--- src/coc_pkg.sv ---
// Constants, mode enumeration and config carrier for the comparator output conditioner.
// Operation
// RL1 - Filter clock: internal divider or external strobe.
// RL2 - Agree count programmable; one means plain sampler.
// RL3 - External mode samples on strobe rising edges.
// RL4 - Window mode passes result only while gate high.
// RL5 - Comparator off: disabled, result reads zero.
// RL6 - Continuous mode decode conditions.
// RL7 - Continuous mode bypasses window and filter.
// RL8 - Continuous: filtered output equals raw output.
// RL9 - Continuous: optional invert, no sampling or filtering.
// RL10 - Sampled unfiltered mode decode, variants A and B.
// RL11 - Sampled modes capture raw output on filter clock.
// RL12 - Variant B unfiltered only samples and holds.
// RL13 - Sampled filtered mode decode; count enables filtering.
// RL14 - Windowed mode captures every clock while gate high.
// RL15 - Windowed resampled mode uses sample period.
// RL16 - Windowed filtered mode resamples and filters.
// RL17 - Fault-input use requires continuous mode.
// RL18 - Clear strobe enable and count before changes.
// RL19 - Unlisted setting combinations are undefined.
// RL20 - Window mode holds raw value while gate low.
// RL21 - Output changes after count consecutive agreeing samples.
// RL22 - Filter output starts at zero.
// RL23 - Rising and falling edges set sticky flags.
package coc_pkg;
   // Register offsets on the plain register port.
   localparam logic [1:0] OFS_CTRL0 = 2'h0;
   localparam logic [1:0] OFS_CTRL1 = 2'h1;
   localparam logic [1:0] OFS_PERIOD = 2'h2;
   localparam logic [1:0] OFS_FLAGS = 2'h3;
   // Field positions in control_reg_one.
   localparam int CTRL1_ON_BIT = 0;
   localparam int CTRL1_INV_BIT = 1;
   localparam int CTRL1_WIN_BIT = 2;
   localparam int CTRL1_EXT_BIT = 3;
   // Field positions in flag_reg.
   localparam int FLAGS_OUT_BIT = 0;
   localparam int FLAGS_FALL_BIT = 1;
   localparam int FLAGS_RISE_BIT = 2;
   // Reset values.
   localparam logic [2:0] CTRL0_RST = 3'h0;
   localparam logic [3:0] CTRL1_RST = 4'h0;
   localparam logic [7:0] PERIOD_RST = 8'h00;
   // Operating modes.
   typedef enum logic [2:0] {
      MODE_OFF, MODE_CONT, MODE_SAMP_EXT, MODE_SAMP_INT,
      MODE_WIN, MODE_WIN_SAMP, MODE_ILLEGAL
   } coc_mode_t;
   // Configuration carrier.
   typedef struct packed {
      logic comparator_on;
      logic invert_select;
      logic window_enable;
      logic ext_sample_enable;
      logic [2:0] sample_agree_count;
      logic [7:0] sample_period;
   } coc_cfg_t;
endpackage

--- src/coc_top.sv ---
// Digital conditioning path behind an analog voltage comparator.
//
// Decided for this implementation: the address map and strobed register access.
`timescale 1ns/1ns
module coc_top (
   // Clock and reset.
   input wire logic clk_in,
   input wire logic rst_n_in,
   // Register port.
   input wire logic [1:0] addr_in,
   input wire logic [7:0] wdata_in,
   input wire logic wr_in,
   input wire logic rd_in,
   output logic [7:0] rdata_out,
   // Comparator and gate/strobe sources.
   input wire logic cmp_analog_in,
   input wire logic window_in,
   input wire logic sample_in,
   // Conditioned outputs.
   output logic raw_output_out,
   output logic filtered_output_out
);

   // Registered configuration.
   logic [2:0] ctrl0_q, ctrl0_d;
   logic [3:0] ctrl1_q, ctrl1_d;
   logic [7:0] period_q, period_d;
   logic [7:0] rdata_q, rdata_d;
   coc_pkg::coc_cfg_t cfg;
   coc_pkg::coc_mode_t mode;

   // Datapath state.
   logic win_q, win_d; // Latched windowed value.
   logic strobe_q, strobe_d; // Previous strobe level.
   logic [7:0] div_q, div_d; // Internal divider.
   logic [3:0] agree_q, agree_d; // Consecutive disagreeing samples.
   logic filt_q, filt_d; // Filter output.
   logic prev_q, prev_d; // Previous output for edge detect.
   logic rise_q, rise_d;
   logic fall_q, fall_d;
   logic [7:0] gap_q, gap_d; // Checker helper: cycles since the last internal tick.

   // Combinational terms.
   logic compare_result;
   logic raw_output;
   logic windowed;
   logic filt_active;
   logic tick;
   logic sample;

   // Decode the operating mode from the settings.
   // Unlisted combinations fall into the illegal state, which keeps the filter cleared,
   // so a bad setting shows a steady zero at the filtered output instead of stray filtered edges.
   function automatic coc_pkg::coc_mode_t decode(input coc_pkg::coc_cfg_t c);
      logic zero_cfg;
      zero_cfg = (c.sample_agree_count == 3'h0) || (c.sample_period == 8'h00);
      if (!c.comparator_on) begin
         decode = coc_pkg::MODE_OFF; // RL5
      end else if (!c.window_enable && !c.ext_sample_enable && zero_cfg) begin
         decode = coc_pkg::MODE_CONT; // RL6
      end else if (!c.window_enable && c.ext_sample_enable &&
                   c.sample_agree_count != 3'h0) begin
         decode = coc_pkg::MODE_SAMP_EXT; // RL10 RL13
      end else if (!c.window_enable && !c.ext_sample_enable) begin
         decode = coc_pkg::MODE_SAMP_INT; // RL10 RL13
      end else if (c.window_enable && !c.ext_sample_enable && zero_cfg) begin
         decode = coc_pkg::MODE_WIN; // RL14
      end else if (c.window_enable && !c.ext_sample_enable) begin
         decode = coc_pkg::MODE_WIN_SAMP; // RL15 RL16
      end else begin
         decode = coc_pkg::MODE_ILLEGAL;
      end
   endfunction

   // Gather the configuration and decode the mode.
   always_comb begin
      cfg.comparator_on = ctrl1_q[coc_pkg::CTRL1_ON_BIT];
      cfg.invert_select = ctrl1_q[coc_pkg::CTRL1_INV_BIT];
      cfg.window_enable = ctrl1_q[coc_pkg::CTRL1_WIN_BIT];
      cfg.ext_sample_enable = ctrl1_q[coc_pkg::CTRL1_EXT_BIT];
      cfg.sample_agree_count = ctrl0_q;
      cfg.sample_period = period_q;
      mode = decode(cfg);
   end

   // Comparator result, window stage and output selection.
   // Continuous mode stays a pure gate path so a fault reaches the timer at once.
   always_comb begin
      compare_result = cfg.comparator_on & (cmp_analog_in ^ cfg.invert_select); // RL5 RL9
      windowed = (mode == coc_pkg::MODE_WIN) || (mode == coc_pkg::MODE_WIN_SAMP);
      filt_active = (mode == coc_pkg::MODE_SAMP_EXT) ||
                    (mode == coc_pkg::MODE_SAMP_INT) || (mode == coc_pkg::MODE_WIN_SAMP);
      raw_output = windowed ? win_q : compare_result; // RL4
      case (mode)
         coc_pkg::MODE_OFF: filtered_output_out = 1'b0;
         coc_pkg::MODE_CONT: filtered_output_out = raw_output; // RL7 RL8
         coc_pkg::MODE_WIN: filtered_output_out = win_q;
         default: filtered_output_out = filt_q;
      endcase
      raw_output_out = raw_output;
   end

   // Sample tick: strobe rising edge or divider wrap.
   // The divider restarts from zero whenever the internal modes are left, so the first
   // internal sample lands a full period after the settings take effect.
   always_comb begin
      strobe_d = sample_in;
      div_d = 8'h00;
      tick = 1'b0;
      if (mode == coc_pkg::MODE_SAMP_EXT) begin
         tick = sample_in & ~strobe_q; // RL1 RL3
      end else if (filt_active) begin
         tick = (div_q == period_q - 8'h01); // RL1 RL11
         div_d = tick ? 8'h00 : div_q + 8'h01;
      end
   end

   // Window latch: follows the result while the gate is high, else holds.
   // The latch is not cleared when windowing is left; a later windowed mode shows
   // that stale value until the gate opens once.
   always_comb begin
      win_d = win_q;
      if (windowed && window_in) begin
         win_d = compare_result; // RL14 RL20
      end
   end

   // Agreement filter. A count of one makes every tick a plain sample.
   // Leaving the sampled modes clears it, which is the known restart state.
   always_comb begin
      sample = raw_output;
      filt_d = filt_q;
      agree_d = agree_q;
      if (!filt_active) begin
         filt_d = 1'b0; // RL18 RL22
         agree_d = 4'h0;
      end else if (tick) begin
         if (sample == filt_q) begin
            agree_d = 4'h0;
         end else if (agree_q + 4'h1 >= {1'b0, ctrl0_q}) begin
            filt_d = sample; // RL2 RL12 RL21
            agree_d = 4'h0;
         end else begin
            agree_d = agree_q + 4'h1; // RL21
         end
      end
   end

   // Checker helper: counts cycles between internal ticks apart from the divider,
   // so the period check does not lean on the very counter that it watches.
   always_comb begin
      gap_d = 8'h00;
      if (filt_active && mode != coc_pkg::MODE_SAMP_EXT && !tick) begin
         gap_d = gap_q + 8'h01;
      end
   end

   // Edge flags on the output; a new edge wins over a software clear.
   // Watching the conditioned output keeps glitches that the filter rejects
   // out of the flags.
   always_comb begin
      logic clr;
      clr = wr_in && (addr_in == coc_pkg::OFS_FLAGS);
      prev_d = filtered_output_out;
      rise_d = rise_q;
      fall_d = fall_q;
      if (clr && wdata_in[coc_pkg::FLAGS_RISE_BIT]) begin
         rise_d = 1'b0;
      end
      if (clr && wdata_in[coc_pkg::FLAGS_FALL_BIT]) begin
         fall_d = 1'b0;
      end
      if (filtered_output_out && !prev_q) begin
         rise_d = 1'b1; // RL23
      end
      if (!filtered_output_out && prev_q) begin
         fall_d = 1'b1; // RL23
      end
   end

   // Register writes and read data for the next cycle.
   // Read data is zero in every cycle after one without a read strobe, which keeps
   // the return path quiet when several slaves share it.
   always_comb begin
      ctrl0_d = ctrl0_q;
      ctrl1_d = ctrl1_q;
      period_d = period_q;
      rdata_d = 8'h00;
      if (wr_in) begin
         case (addr_in)
            coc_pkg::OFS_CTRL0: ctrl0_d = wdata_in[2:0];
            coc_pkg::OFS_CTRL1: ctrl1_d = wdata_in[3:0];
            coc_pkg::OFS_PERIOD: period_d = wdata_in;
            default: ;
         endcase
      end
      if (rd_in) begin
         case (addr_in)
            coc_pkg::OFS_CTRL0: rdata_d = {5'h00, ctrl0_q};
            coc_pkg::OFS_CTRL1: rdata_d = {4'h0, ctrl1_q};
            coc_pkg::OFS_PERIOD: rdata_d = period_q;
            default: rdata_d = {5'h00, rise_q, fall_q, filtered_output_out};
         endcase
      end
   end

   assign rdata_out = rdata_q;

   // State registers.
   always_ff @(posedge clk_in or negedge rst_n_in) begin
      if (!rst_n_in) begin
         ctrl0_q <= coc_pkg::CTRL0_RST;
         ctrl1_q <= coc_pkg::CTRL1_RST;
         period_q <= coc_pkg::PERIOD_RST;
         rdata_q <= 8'h00;
         win_q <= 1'b0;
         strobe_q <= 1'b0;
         div_q <= 8'h00;
         agree_q <= 4'h0;
         filt_q <= 1'b0;
         prev_q <= 1'b0;
         rise_q <= 1'b0;
         fall_q <= 1'b0;
         gap_q <= 8'h00;
      end else begin
         ctrl0_q <= ctrl0_d;
         ctrl1_q <= ctrl1_d;
         period_q <= period_d;
         rdata_q <= rdata_d;
         win_q <= win_d;
         strobe_q <= strobe_d;
         div_q <= div_d;
         agree_q <= agree_d;
         filt_q <= filt_d;
         prev_q <= prev_d;
         rise_q <= rise_d;
         fall_q <= fall_d;
         gap_q <= gap_d;
      end
   end
endmodule

--- config.mk ---
export PLATFORM = sky130hd
export DESIGN_NAME = coc_top
export DESIGN_NICKNAME = d
export VERILOG_FILES = /design/src/coc_pkg.sv /design/src/coc_top.sv
export SDC_FILE = /design/constraint.sdc
export NUM_CORES = 1
export LEC_CHECK = 0
export BUFFER_PORTS_ARGS = -buffer_cell sky130_fd_sc_hd__clkbuf_2
export CORE_MARGIN = 4
export CORE_UTILIZATION = 42
export CTS_CLUSTER_SIZE = 8
export DETAILED_ROUTE_END_ITERATION = 8
export GPL_TIMING_DRIVEN = 0
export PLACE_DENSITY = 0.72
export SKIP_LAST_GASP = 1
export SLEW_MARGIN = 30
export SYNTH_ARGS = -nofsm -noshare
export SYNTH_HDL_FRONTEND = slang
export SYNTH_SLANG_ARGS = --single-unit
--- constraint.sdc ---
create_clock -name clk_in -period 2.2 [get_ports clk_in]
set_input_delay 0 -clock clk_in [delete_from_list [all_inputs] [get_ports clk_in]]
set_output_delay 0 -clock clk_in [all_outputs]
set_load 0.02 [all_outputs]
Word-level counts from Yosys, hierarchy flattened
Index checks and enable logic that the tools add are counted.
- register bits: 41
- bits of input ports: 17
- output and inout bits: 10
- word-level logic and storage cells: 91
- $add $sub $neg: 3
- $lt $le $gt $ge: 1
- equal/unequal tests: 13
- multiplexer cells: 27
- bitwise gates (word level): 4
- reduce and logical (&&, ||, !) cells: 31
- operator list (kind ; number):
    2-to-1 mux 8 bit ; 4
    case mux 8 bit (3 select lines) ; 1
    2-to-1 mux 4 bit ; 4
    logical AND 1 bit ; 12
    2-to-1 mux 3 bit ; 4
    2-to-1 mux 1 bit ; 11
    adder 8 x 1 -> 8 bit, second input constant ; 1
    equality test 8 bit ; 1
    logical NOT 8 bit ; 1
    subtractor 8 x 1 -> 8 bit, second input constant ; 1
    equality test 3 x 2 -> 1 bit, second input constant ; 2
    equality test 3 bit, second input constant ; 2
    logical NOT 3 bit ; 2
    AND reduction 2 bit ; 3
    adder 4 x 1 -> 4 bit, second input constant ; 1
    equality test 2 bit, second input constant ; 2
    >= comparator 4 x 3 -> 1 bit ; 1
    logical NOT 1 bit ; 4
    logical OR 1 bit ; 4
    2-to-1 mux 2 bit ; 2
    inequality test 2 x 1 -> 1 bit, second input constant ; 2
    nonzero test 2 bit ; 2
    equality test 3 x 1 -> 1 bit, second input constant ; 1
    case mux 1 bit (3 select lines) ; 1
    9 further kinds ; 10

Longest topological paths before layout
Gate-level depths: netlist of run 1.
- depth after elaboration: 15
- depth in mapped cells: 10
- gate-level depth less buffers: 10

Least setup slack after synthesis of run 1
OpenSTA, ideal clock, no wires.
- path type: reg2reg
- start: register agree_q[0]
- end: register agree_q[2]
- setup time: 86 ps
- data arrival time: 2126 ps
- required time: 2114 ps
- setup slack: -11 ps
- stages on the path, launching flop included: 10
- clock period less this slack: 2211 ps
- cells stage by stage: dfrtp_1 -> ha_1 -> ha_1 -> o21ai_0 -> a21oi_1 -> or3_1 -> nor2_1 -> nand3_1 -> or2_4 -> o221ai_2
- longest elaborated chain between the ends: 6
- RTL lines (element ; line ; source):
    from (decl) ; coc_top.sv:36 ; logic [3:0] agree_q, agree_d;
    from (signal assigned) ; coc_top.sv:233 ; agree_q <= agree_d;
    adder 4 x 1 -> 4 bit (*) ; coc_top.sv:140, coc_top.sv:144 ;
    >= comparator 4 x 3 -> 1 bit ; coc_top.sv:140 ; end else if (agree_q + 4'h1 >= {1'b0, ctrl0_q}) begin
    2-to-1 mux 4 bit (*) ; coc_top.sv:140 ;
    2-to-1 mux 4 bit (*) ; coc_top.sv:138 ; if (sample == filt_q) begin
    2-to-1 mux 4 bit (*) ; coc_top.sv:137 ; end else if (tick) begin
    2-to-1 mux 4 bit (*) ; coc_top.sv:134 ; if (!filt_active) begin
Every way passes the cells marked *; elsewhere a longest branch is shown, timed or not. The select of a mux whose other input is x is not followed.
A chain may end at the register's enable or synchronous reset.

Final worst setup path of run 1
Ends and elaborated chain as after synthesis.

==> impl_summary.log, run 1 <==
INFO  metric status = finished with violations
INFO  metric violations = negative setup slack
INFO  metric layout.cells.most_common_list = 41 x sky130_fd_sc_hd__dfrtp_1, 23 x sky130_fd_sc_hd__clkbuf_2, 16 x sky130_fd_sc_hd__nor2_1
INFO  metric cp-end-kind = register
INFO  metric vias = 1736
INFO  metric most_common_cell_after_layout_fill_and_taps_aside = sky130_fd_sc_hd__dfrtp_1
INFO  metric drtIter0Drc = around 130
INFO  metric layout_min_cycle_time = between 2000 and 2500 ps
INFO  metric combPwrFrac = between 20% and 30%
INFO  metric grt_first_pass_wirelength = approximately 8.5 mm
INFO  metric worstHoldPathType = input pin to register
INFO  metric route.detailed.drc = 0
INFO  metric synth.lib_cells_used.distinct = 49
INFO  metric drv.max_cap_violation_count = 0
INFO  metric global_route.overflow_total = 0
INFO  metric wire_per_inst = 14.1 µm
INFO  metric gpl.final_weighted_congestion = 0.851
INFO  metric fraction_of_the_cycle_the_final_worst_path_needs = 100%
INFO  metric worst_margin_pin_slew = 566 ps
INFO  metric fillers = roughly 440
INFO  metric seq_power_share = 47.0%
INFO  metric endpoint_arrival_time_on_the_critical_path = 2420 ps
INFO  metric power_switching = slightly below 700 µW
INFO  metric buffer_ports.inserted = 24
INFO  metric power_frac_clock = 24.2%
INFO  metric core_region_area = 5170 µm²
INFO  metric multiInputGateArea = 1200 µm²
INFO  metric yosys.area.top_type = sky130_fd_sc_hd__dfrtp_1
INFO  metric synth_area = 2260 µm²
INFO  metric final-seq-area = 1030 µm²
INFO  metric cp_bufs_invs = 0
INFO  metric design.die.area = between 6000 and 7000 µm²
INFO  metric syn_nets = approximately 240
INFO  metric cellInternalPower = 1360 µW
INFO  metric ctsHtreeMaxLevel = 2
INFO  metric drt_pre_antenna_iters = 4
INFO  metric clkSinkCount = 41
INFO  metric post_route_cells_drive_above_1_share = 27.7%
INFO  metric drt_wl_total = 4.72 mm
INFO  metric cpPeakStageDelay = 400 ps
INFO  metric via_per_inst = 5.20
INFO  metric final_util = 52.7%
INFO  metric yosys.area.top_type_share = roughly 45%
INFO  metric num_rows = 26
INFO  metric area_delta_synth_final = 20.9%
INFO  metric timing.critical_path.max_delay_family = simple AND/OR/NAND/NOR gates
INFO  metric avgSynthCellArea = just over 10 µm²
INFO  metric synth-seq-cells = 41
INFO  metric dpl.hpwl = 3.42 mm
INFO  metric design_power_total = 2050 µW
INFO  metric synth-edff-count = 0
INFO  metric synth_async_sr_flop_share = 100%
INFO  metric report.final.slew_viol_count = 0
INFO  metric setup_violations = 1
INFO  metric clock_skew = 8.60 ps
INFO  metric num_io_pins = 27
INFO  metric relSlewSlack = 62.3%
INFO  metric path_class = register to register
INFO  metric clock.fmax = 454 MHz
INFO  metric initial_antenna_violation_count = 0
INFO  metric leading_post_synthesis_cells_by_cell_area = sky130_fd_sc_hd__dfrtp_1 45%, sky130_fd_sc_hd__mux2_2 7.0%, sky130_fd_sc_hd__xor2_1 4.3%
INFO  metric crit_path_max_fanout = 3
INFO  metric n_antenna_cell = 0
INFO  metric crit_path_cell_trace = ha_2 > xor2_2 > ha_1 > o21ai_1 > a21oi_1 > or3_4 > nor2_4 > nand3_2 > or2_4 > o221ai_2
INFO  metric die_h = 81.3 µm
INFO  metric inserted_clock_buffers = 5
INFO  metric power-per-cell-area = 751 nW/µm²
INFO  metric peakVddDrop = 0.480 mV
INFO  metric clockRootBuffer = sky130_fd_sc_hd__clkbuf_8
INFO  metric critical-path-slowest-cell = sky130_fd_sc_hd__dfrtp_1
INFO  metric post_place_setup_slack = -169 ps
INFO  metric grt.total_usage = 16.7%
INFO  metric startpoint_type = register
INFO  metric grt_start_max_net_pins = 42
INFO  metric finalHoldViolations = 0
INFO  metric sw_share = between 30% and 40%
INFO  metric dominantRegCellSynth = sky130_fd_sc_hd__dfrtp_1
INFO  metric synth_sequential_area_ratio = 45.5%
INFO  metric postRouteAntennaNets = 0
INFO  metric numnets_final = 286
INFO  metric finalWorstSetupSlack = -3.14 ps
INFO  metric initial_utilization = a little over two fifths
INFO  metric synthesis.instances = between 200 and 250
INFO  metric total_leakage_power = ~0.0012 µW
INFO  metric cts_max_path_buffers = 2
INFO  metric rsz0062_at_grt = yes
INFO  metric number_of_warnings_issued_by_yosys = 0
INFO  metric die_width = 81.3 µm
INFO  metric clock_insertion_delay_worst_skew = approximately 300 ps
INFO  metric worst-endpoint-required = 2410 ps
INFO  metric clk_pin_slew_worst_paths = 80 ps
INFO  metric tritoncts_clock_tree = yes
INFO  metric number_of_global_route_vias_before_repair = 1761
[power groups by stage]
| stage | logic (µW) | clock network [µW] | registers (µW) |
|---|---|---|---|
| after CTS | 572 | 509 | 961 |
| after detailed placement | 538 | 0 | 977 |
| final | 590 | 495 | 962 |
| after global placement | 521 | 0 | 974 |
| after global routing | 674 | 546 | 980 |
| after floorplan | 397 | 0 | 960 |
[final cells by class]
cell class	instances	area share, %
inverters	8	1.10
multi-input cells	162	44.0
clock inverters	2	0.550
plain buffers	7	1.56
repair buffers	38	9.27
flip-flops and latches	41	37.6
clock buffers	6	2.66
well taps	70	3.21
[state kept, by name, summed over array words and instances, names as in the netlist]
| signal | flops |
|---|---|
| fall_q | 1 |
| strobe_q | 1 |
| prev_q | 1 |
| ctrl1_q | 4 |
| win_q | 1 |
| div_q | 8 |
| rise_q | 1 |
| period_q | 8 |
| ctrl0_q | 3 |
| filt_q | 1 |
| agree_q | 4 |
| rdata_out | 8 |
[cells by family (layout without fill, tap and decap cells)]
logic type | count (synthesis) | after routing | share of synthesized area (%)
simple gates | 89 | 89 | 21.7
flops | 41 | 41 | 45.5
compound gates | 31 | 31 | 9.65
xor+xnor | 20 | 20 | 7.76
mux | 16 | 16 | 8.98
buf+inv | 15 | 61 | 3.11
fa+ha+maj | 6 | 6 | 3.33
[per-stage QoR]
stage / instances / hold slack, ps / setup TNS, ps / instance area [µm²]
global placement: 312 / 126 / -237 / 2470
CTS: 332 / 0.756 / -15.2 / 2680
floorplan: 218 / -296 / 0 / 2260
detailed placement: 312 / 55.5 / -303 / 2470
global route: 334 / 22.5 / -356 / 2730
finish: 334 / 2.45 / -3.14 / 2730
[worst min-delay path: stages]
cell and delay, ps:
sky130_fd_sc_hd__clkbuf_2 90, sky130_fd_sc_hd__nand4b_1 90, sky130_fd_sc_hd__o21ai_0 70
[metal layers]
metal	part of all wire [%]	wire length, µm	GRT usage (%)	up-vias
li1	-	-	-	857
met1	47	2210	23.5	833
met2	47	2210	25.2	39
met3	4.8	228	3.88	7
met4	1.3	59	5.41	0
met5	0	0	0	-
[cells in the mapped netlist (5+ instances only)]
cell / instances
sky130_fd_sc_hd__ha_1: 6
sky130_fd_sc_hd__and3_1: 7
sky130_fd_sc_hd__nand3_1: 13
sky130_fd_sc_hd__nand4_1: 6
sky130_fd_sc_hd__xor2_1: 11
sky130_fd_sc_hd__and2_1: 5
sky130_fd_sc_hd__nor2_1: 17
sky130_fd_sc_hd__dfrtp_1: 41
sky130_fd_sc_hd__nand2_1: 15
sky130_fd_sc_hd__a21oi_1: 5
sky130_fd_sc_hd__mux2_2: 14
sky130_fd_sc_hd__inv_1: 8
sky130_fd_sc_hd__xnor2_1: 9
sky130_fd_sc_hd__o21ai_0: 9
[path summary, 6_finish.rpt]
kind,start,endpoint,slack [ps],depth (start not counted)
worst max-delay path,agree_q[0],agree_q[2],-3,10
worst min-delay path,window_in,win_q,2,3
worst max register to register,agree_q[0],agree_q[2],-3,10
worst min register to register,prev_q,rise_q,480,1
max in group asynchronous,rst_n_in,div_q[7],1550,2
min in group asynchronous,rst_n_in,div_q[5],250,2
[timing repair]
| action | in CTS | in global routing |
|---|---|---|
| pin swaps | 1 | 3 |
| hold buffers | 10 | 0 |
| endpoints found under the hold margin | 53 | 0 |
| gates resized for setup | 4 | 5 |
| setup endpoints to repair | 3 | 10 |
| setup buffers | 2 | 2 |
No activity file was read; power rests on OpenSTA's default activity.
==> run 2: changes to the inputs <==
--- a/config.mk
+++ b/config.mk
@@ -7,11 +7,11 @@
 export LEC_CHECK = 0
 export BUFFER_PORTS_ARGS = -buffer_cell sky130_fd_sc_hd__clkbuf_2
 export CORE_MARGIN = 4
-export CORE_UTILIZATION = 42
+export CORE_UTILIZATION = 52
 export CTS_CLUSTER_SIZE = 8
 export DETAILED_ROUTE_END_ITERATION = 8
 export GPL_TIMING_DRIVEN = 0
-export PLACE_DENSITY = 0.72
+export PLACE_DENSITY = 0.84
 export SKIP_LAST_GASP = 1
 export SLEW_MARGIN = 30
 export SYNTH_ARGS = -nofsm -noshare
==> run 2 against run 1 <==
The run now ends clean. Critical path depth stayed put. Critical path type unchanged. Critical endpoint unchanged. Design area is 1.8% higher. Sequential share of layout area is 0.57 points lower. Largest power group unchanged. Sequential power is 1% higher. Worst hold slack better by 27 ps. Cell count is 4.5% lower.
==> impl_summary.log, run 2 (synthesized netlist as in run 1, its figures left out) <==
INFO  metric power-per-cell-area = around 760 nW/µm²
INFO  metric worstHoldPathType = input pin to register
INFO  metric holdPathEnd = rdata_out[3]
INFO  metric inserted_clock_buffers = 5
INFO  metric buffer_ports.inserted = 24
INFO  metric die_h = 73.9 µm
INFO  metric critical-path-slowest-cell = sky130_fd_sc_hd__dfrtp_1
INFO  metric instance_area_at_placement = about 2400 µm²
INFO  metric grt_first_pass_wirelength = a little over 8 mm
INFO  metric seq_power_share = 46.2%
INFO  metric drt_pre_antenna_iters = 4
INFO  metric clockRootBuffer = sky130_fd_sc_hd__clkbuf_8
INFO  metric drt_wl_total = 4.97 mm
INFO  metric crit_path_cell_trace = ha_4 > xor2_1 > ha_1 > o21ai_1 > a21oi_1 > or3_4 > nor2_4 > nand3_2 > or2_4 > o221ai_2
INFO  metric startpoint_type = register
INFO  metric cp-end-kind = register
INFO  metric drtIter0Drc = a little under 100
INFO  metric clock.fmax = ~460 MHz
INFO  metric wire_per_inst = 15.6 µm
INFO  metric cts_max_path_buffers = 2
INFO  metric die_width = 73.9 µm
INFO  metric holdPathStages = 2
INFO  metric num_io_pins = 27
INFO  metric r2r-start = agree_q[1]
INFO  metric design.die.area = 5460 µm²
INFO  metric gpl.final_weighted_congestion = 0.849
INFO  metric cpPeakStageDelay = 430 ps
INFO  metric num_rows = 23
INFO  metric fraction_of_the_cycle_the_final_worst_path_needs = a little over nine tenths
INFO  metric initial_antenna_violation_count = 0
INFO  metric relSlewSlack = 63.9%
INFO  metric report.final.slew_viol_count = 0
INFO  metric ctsHtreeMaxLevel = 2
INFO  metric worst-endpoint-required = 2410 ps
INFO  metric global_route.overflow_total = 0
INFO  metric status = finished, final reports clean
INFO  metric layout_min_cycle_time = roughly 2200 ps
INFO  metric design_power_total = 2110 µW
INFO  metric via_per_inst = roughly 5.6
INFO  metric area_delta_synth_final = 23.1%
INFO  metric final.setup.tns = 0 ps
INFO  metric grt.total_usage = between 15 and 20%
INFO  metric number_of_global_route_vias_before_repair = 1777
INFO  metric postRouteAntennaNets = 0
INFO  metric dpl.hpwl = between 3 and 4 mm
INFO  metric reg2reg_end = agree_q[2]
INFO  metric peakVddDrop = between 0.5 and 0.6 mV
INFO  metric cellInternalPower = 1390 µW
INFO  metric layout.cells.non_filler = 319
INFO  metric clock_skew = 10.3 ps
INFO  metric min-delay-start = rd_in
INFO  metric finalHoldViolations = 0
INFO  metric layout.cells.most_common_list = 39 x sky130_fd_sc_hd__dfrtp_1, 23 x sky130_fd_sc_hd__clkbuf_2, 16 x sky130_fd_sc_hd__nor2_1
INFO  metric clkSinkCount = a little over 40
INFO  metric crit_path_max_fanout = 3
INFO  metric final_cell_area = 2780 µm²
INFO  metric numnets_final = between 200 and 300
INFO  metric tritoncts_clock_tree = yes
INFO  metric total_leakage_power = 0.00126 µW
INFO  metric power_frac_clock = 23.4%
INFO  metric combPwrFrac = 30.5%
INFO  metric path_class = register to register
INFO  metric clk_pin_slew_worst_paths = 80 ps
INFO  metric multiInputGateArea = 1220 µm²
INFO  metric most_common_cell_after_layout_fill_and_taps_aside = sky130_fd_sc_hd__dfrtp_1
INFO  metric endpoint_arrival_time_on_the_critical_path = approximately 2400 ps
INFO  metric post_route_cells_drive_above_1_share = 31.2%
INFO  metric sw_share = 33.8%
INFO  metric reg2reg_setup_slack = about 37 ps
INFO  metric vias = 1788
INFO  metric worst_margin_pin_slew = around 540 ps
INFO  metric grt_start_max_net_pins = 42
INFO  metric setup_violations = 0
INFO  metric n_antenna_cell = 0
INFO  metric initial_utilization = 55.2%
INFO  metric fillers = 282
INFO  metric power_switching = between 700 and 800 µW
INFO  metric route.detailed.drc = 0
INFO  metric core_region_area = 4090 µm²
INFO  metric reg2reg_depth = 10
INFO  metric rsz0062_at_grt = yes
INFO  metric post-place-cells = 292
INFO  metric drv.max_cap_violation_count = 0
INFO  metric final-seq-area = 1030 µm²
INFO  metric clock_insertion_delay_worst_skew = 300 ps
[run 2: cell types whose count changed in the layout (fill, tap and decap cells not counted), sizes merged]
cell	delta
buf	+5
dlygate4sd3	+1
clkbuf	-1
[run 2: worst max path at each step]
stage                     startpoint          to  slack (ps)
after floorplan           agree_q[0]  agree_q[2]           7
after global placement    agree_q[0]  agree_q[2]        -120
after detailed placement  agree_q[0]  agree_q[2]        -140
after CTS                 agree_q[1]  agree_q[2]          -5
after global routing      agree_q[0]  agree_q[2]         -80
final                     agree_q[1]  agree_q[2]          40
[run 2: through the flow]
step	utilization (%)	setup slack (ps)	hold WS, ps
after global routing	67.9	-83.2	50.7
after CTS	65.2	-5.48	10.6
after floorplan	-	6.59	-296
final	67.9	36.7	29.4
after detailed placement	59.8	-139	49.1
after global placement	59.7	-116	129
[run 2: layout make-up]
type	count	area share [%]
Multi-Input combinational cell	162	44.1
Sequential cell	41	37.0
Timing Repair Buffer	43	10.5
Clock buffer	6	2.61
Tap cell	50	2.25
Buffer	7	1.80
Inverter	8	1.08
Clock inverter	2	0.541
[run 2: timing repair]
action | CTS | global route
hold buffers | 11 | 0
setup buffers | 2 | 6
endpoints found under the hold margin | 57 | 0
pin swaps | 1 | 9
setup endpoints to repair | 3 | 5
gates resized for setup | 3 | 17
[run 2: power groups by stage]
stage / registers, µW / clock network, µW / logic (µW)
finish: 972 / 492 / 641
global route: 985 / 531 / 708
CTS: 962 / 501 / 568
detailed placement: 978 / 0 / 538
global placement: 972 / 0 / 520
floorplan: 960 / 0 / 397
[run 2: routing by layer]
layer / share of wire (%) / wire (µm) / vias to the layer above / track usage [%]
met5: 0 / 0 / - / 0
met4: 1.4 / 72 / 0 / 7.24
met3: 4.1 / 204 / 9 / 3.97
met2: 51 / 2530 / 41 / 32.1
met1: 44 / 2170 / 868 / 25.9
li1: - / - / 870 / -
[run 2: worst max-delay path, delay by kind of cell, from the launching register on]
family | cells | cell delay, ps
compound gates | 3 | 240
xor+xnor | 1 | 140
fa+ha+maj | 2 | 440
flops | 1 | 430
simple gates | 4 | 830
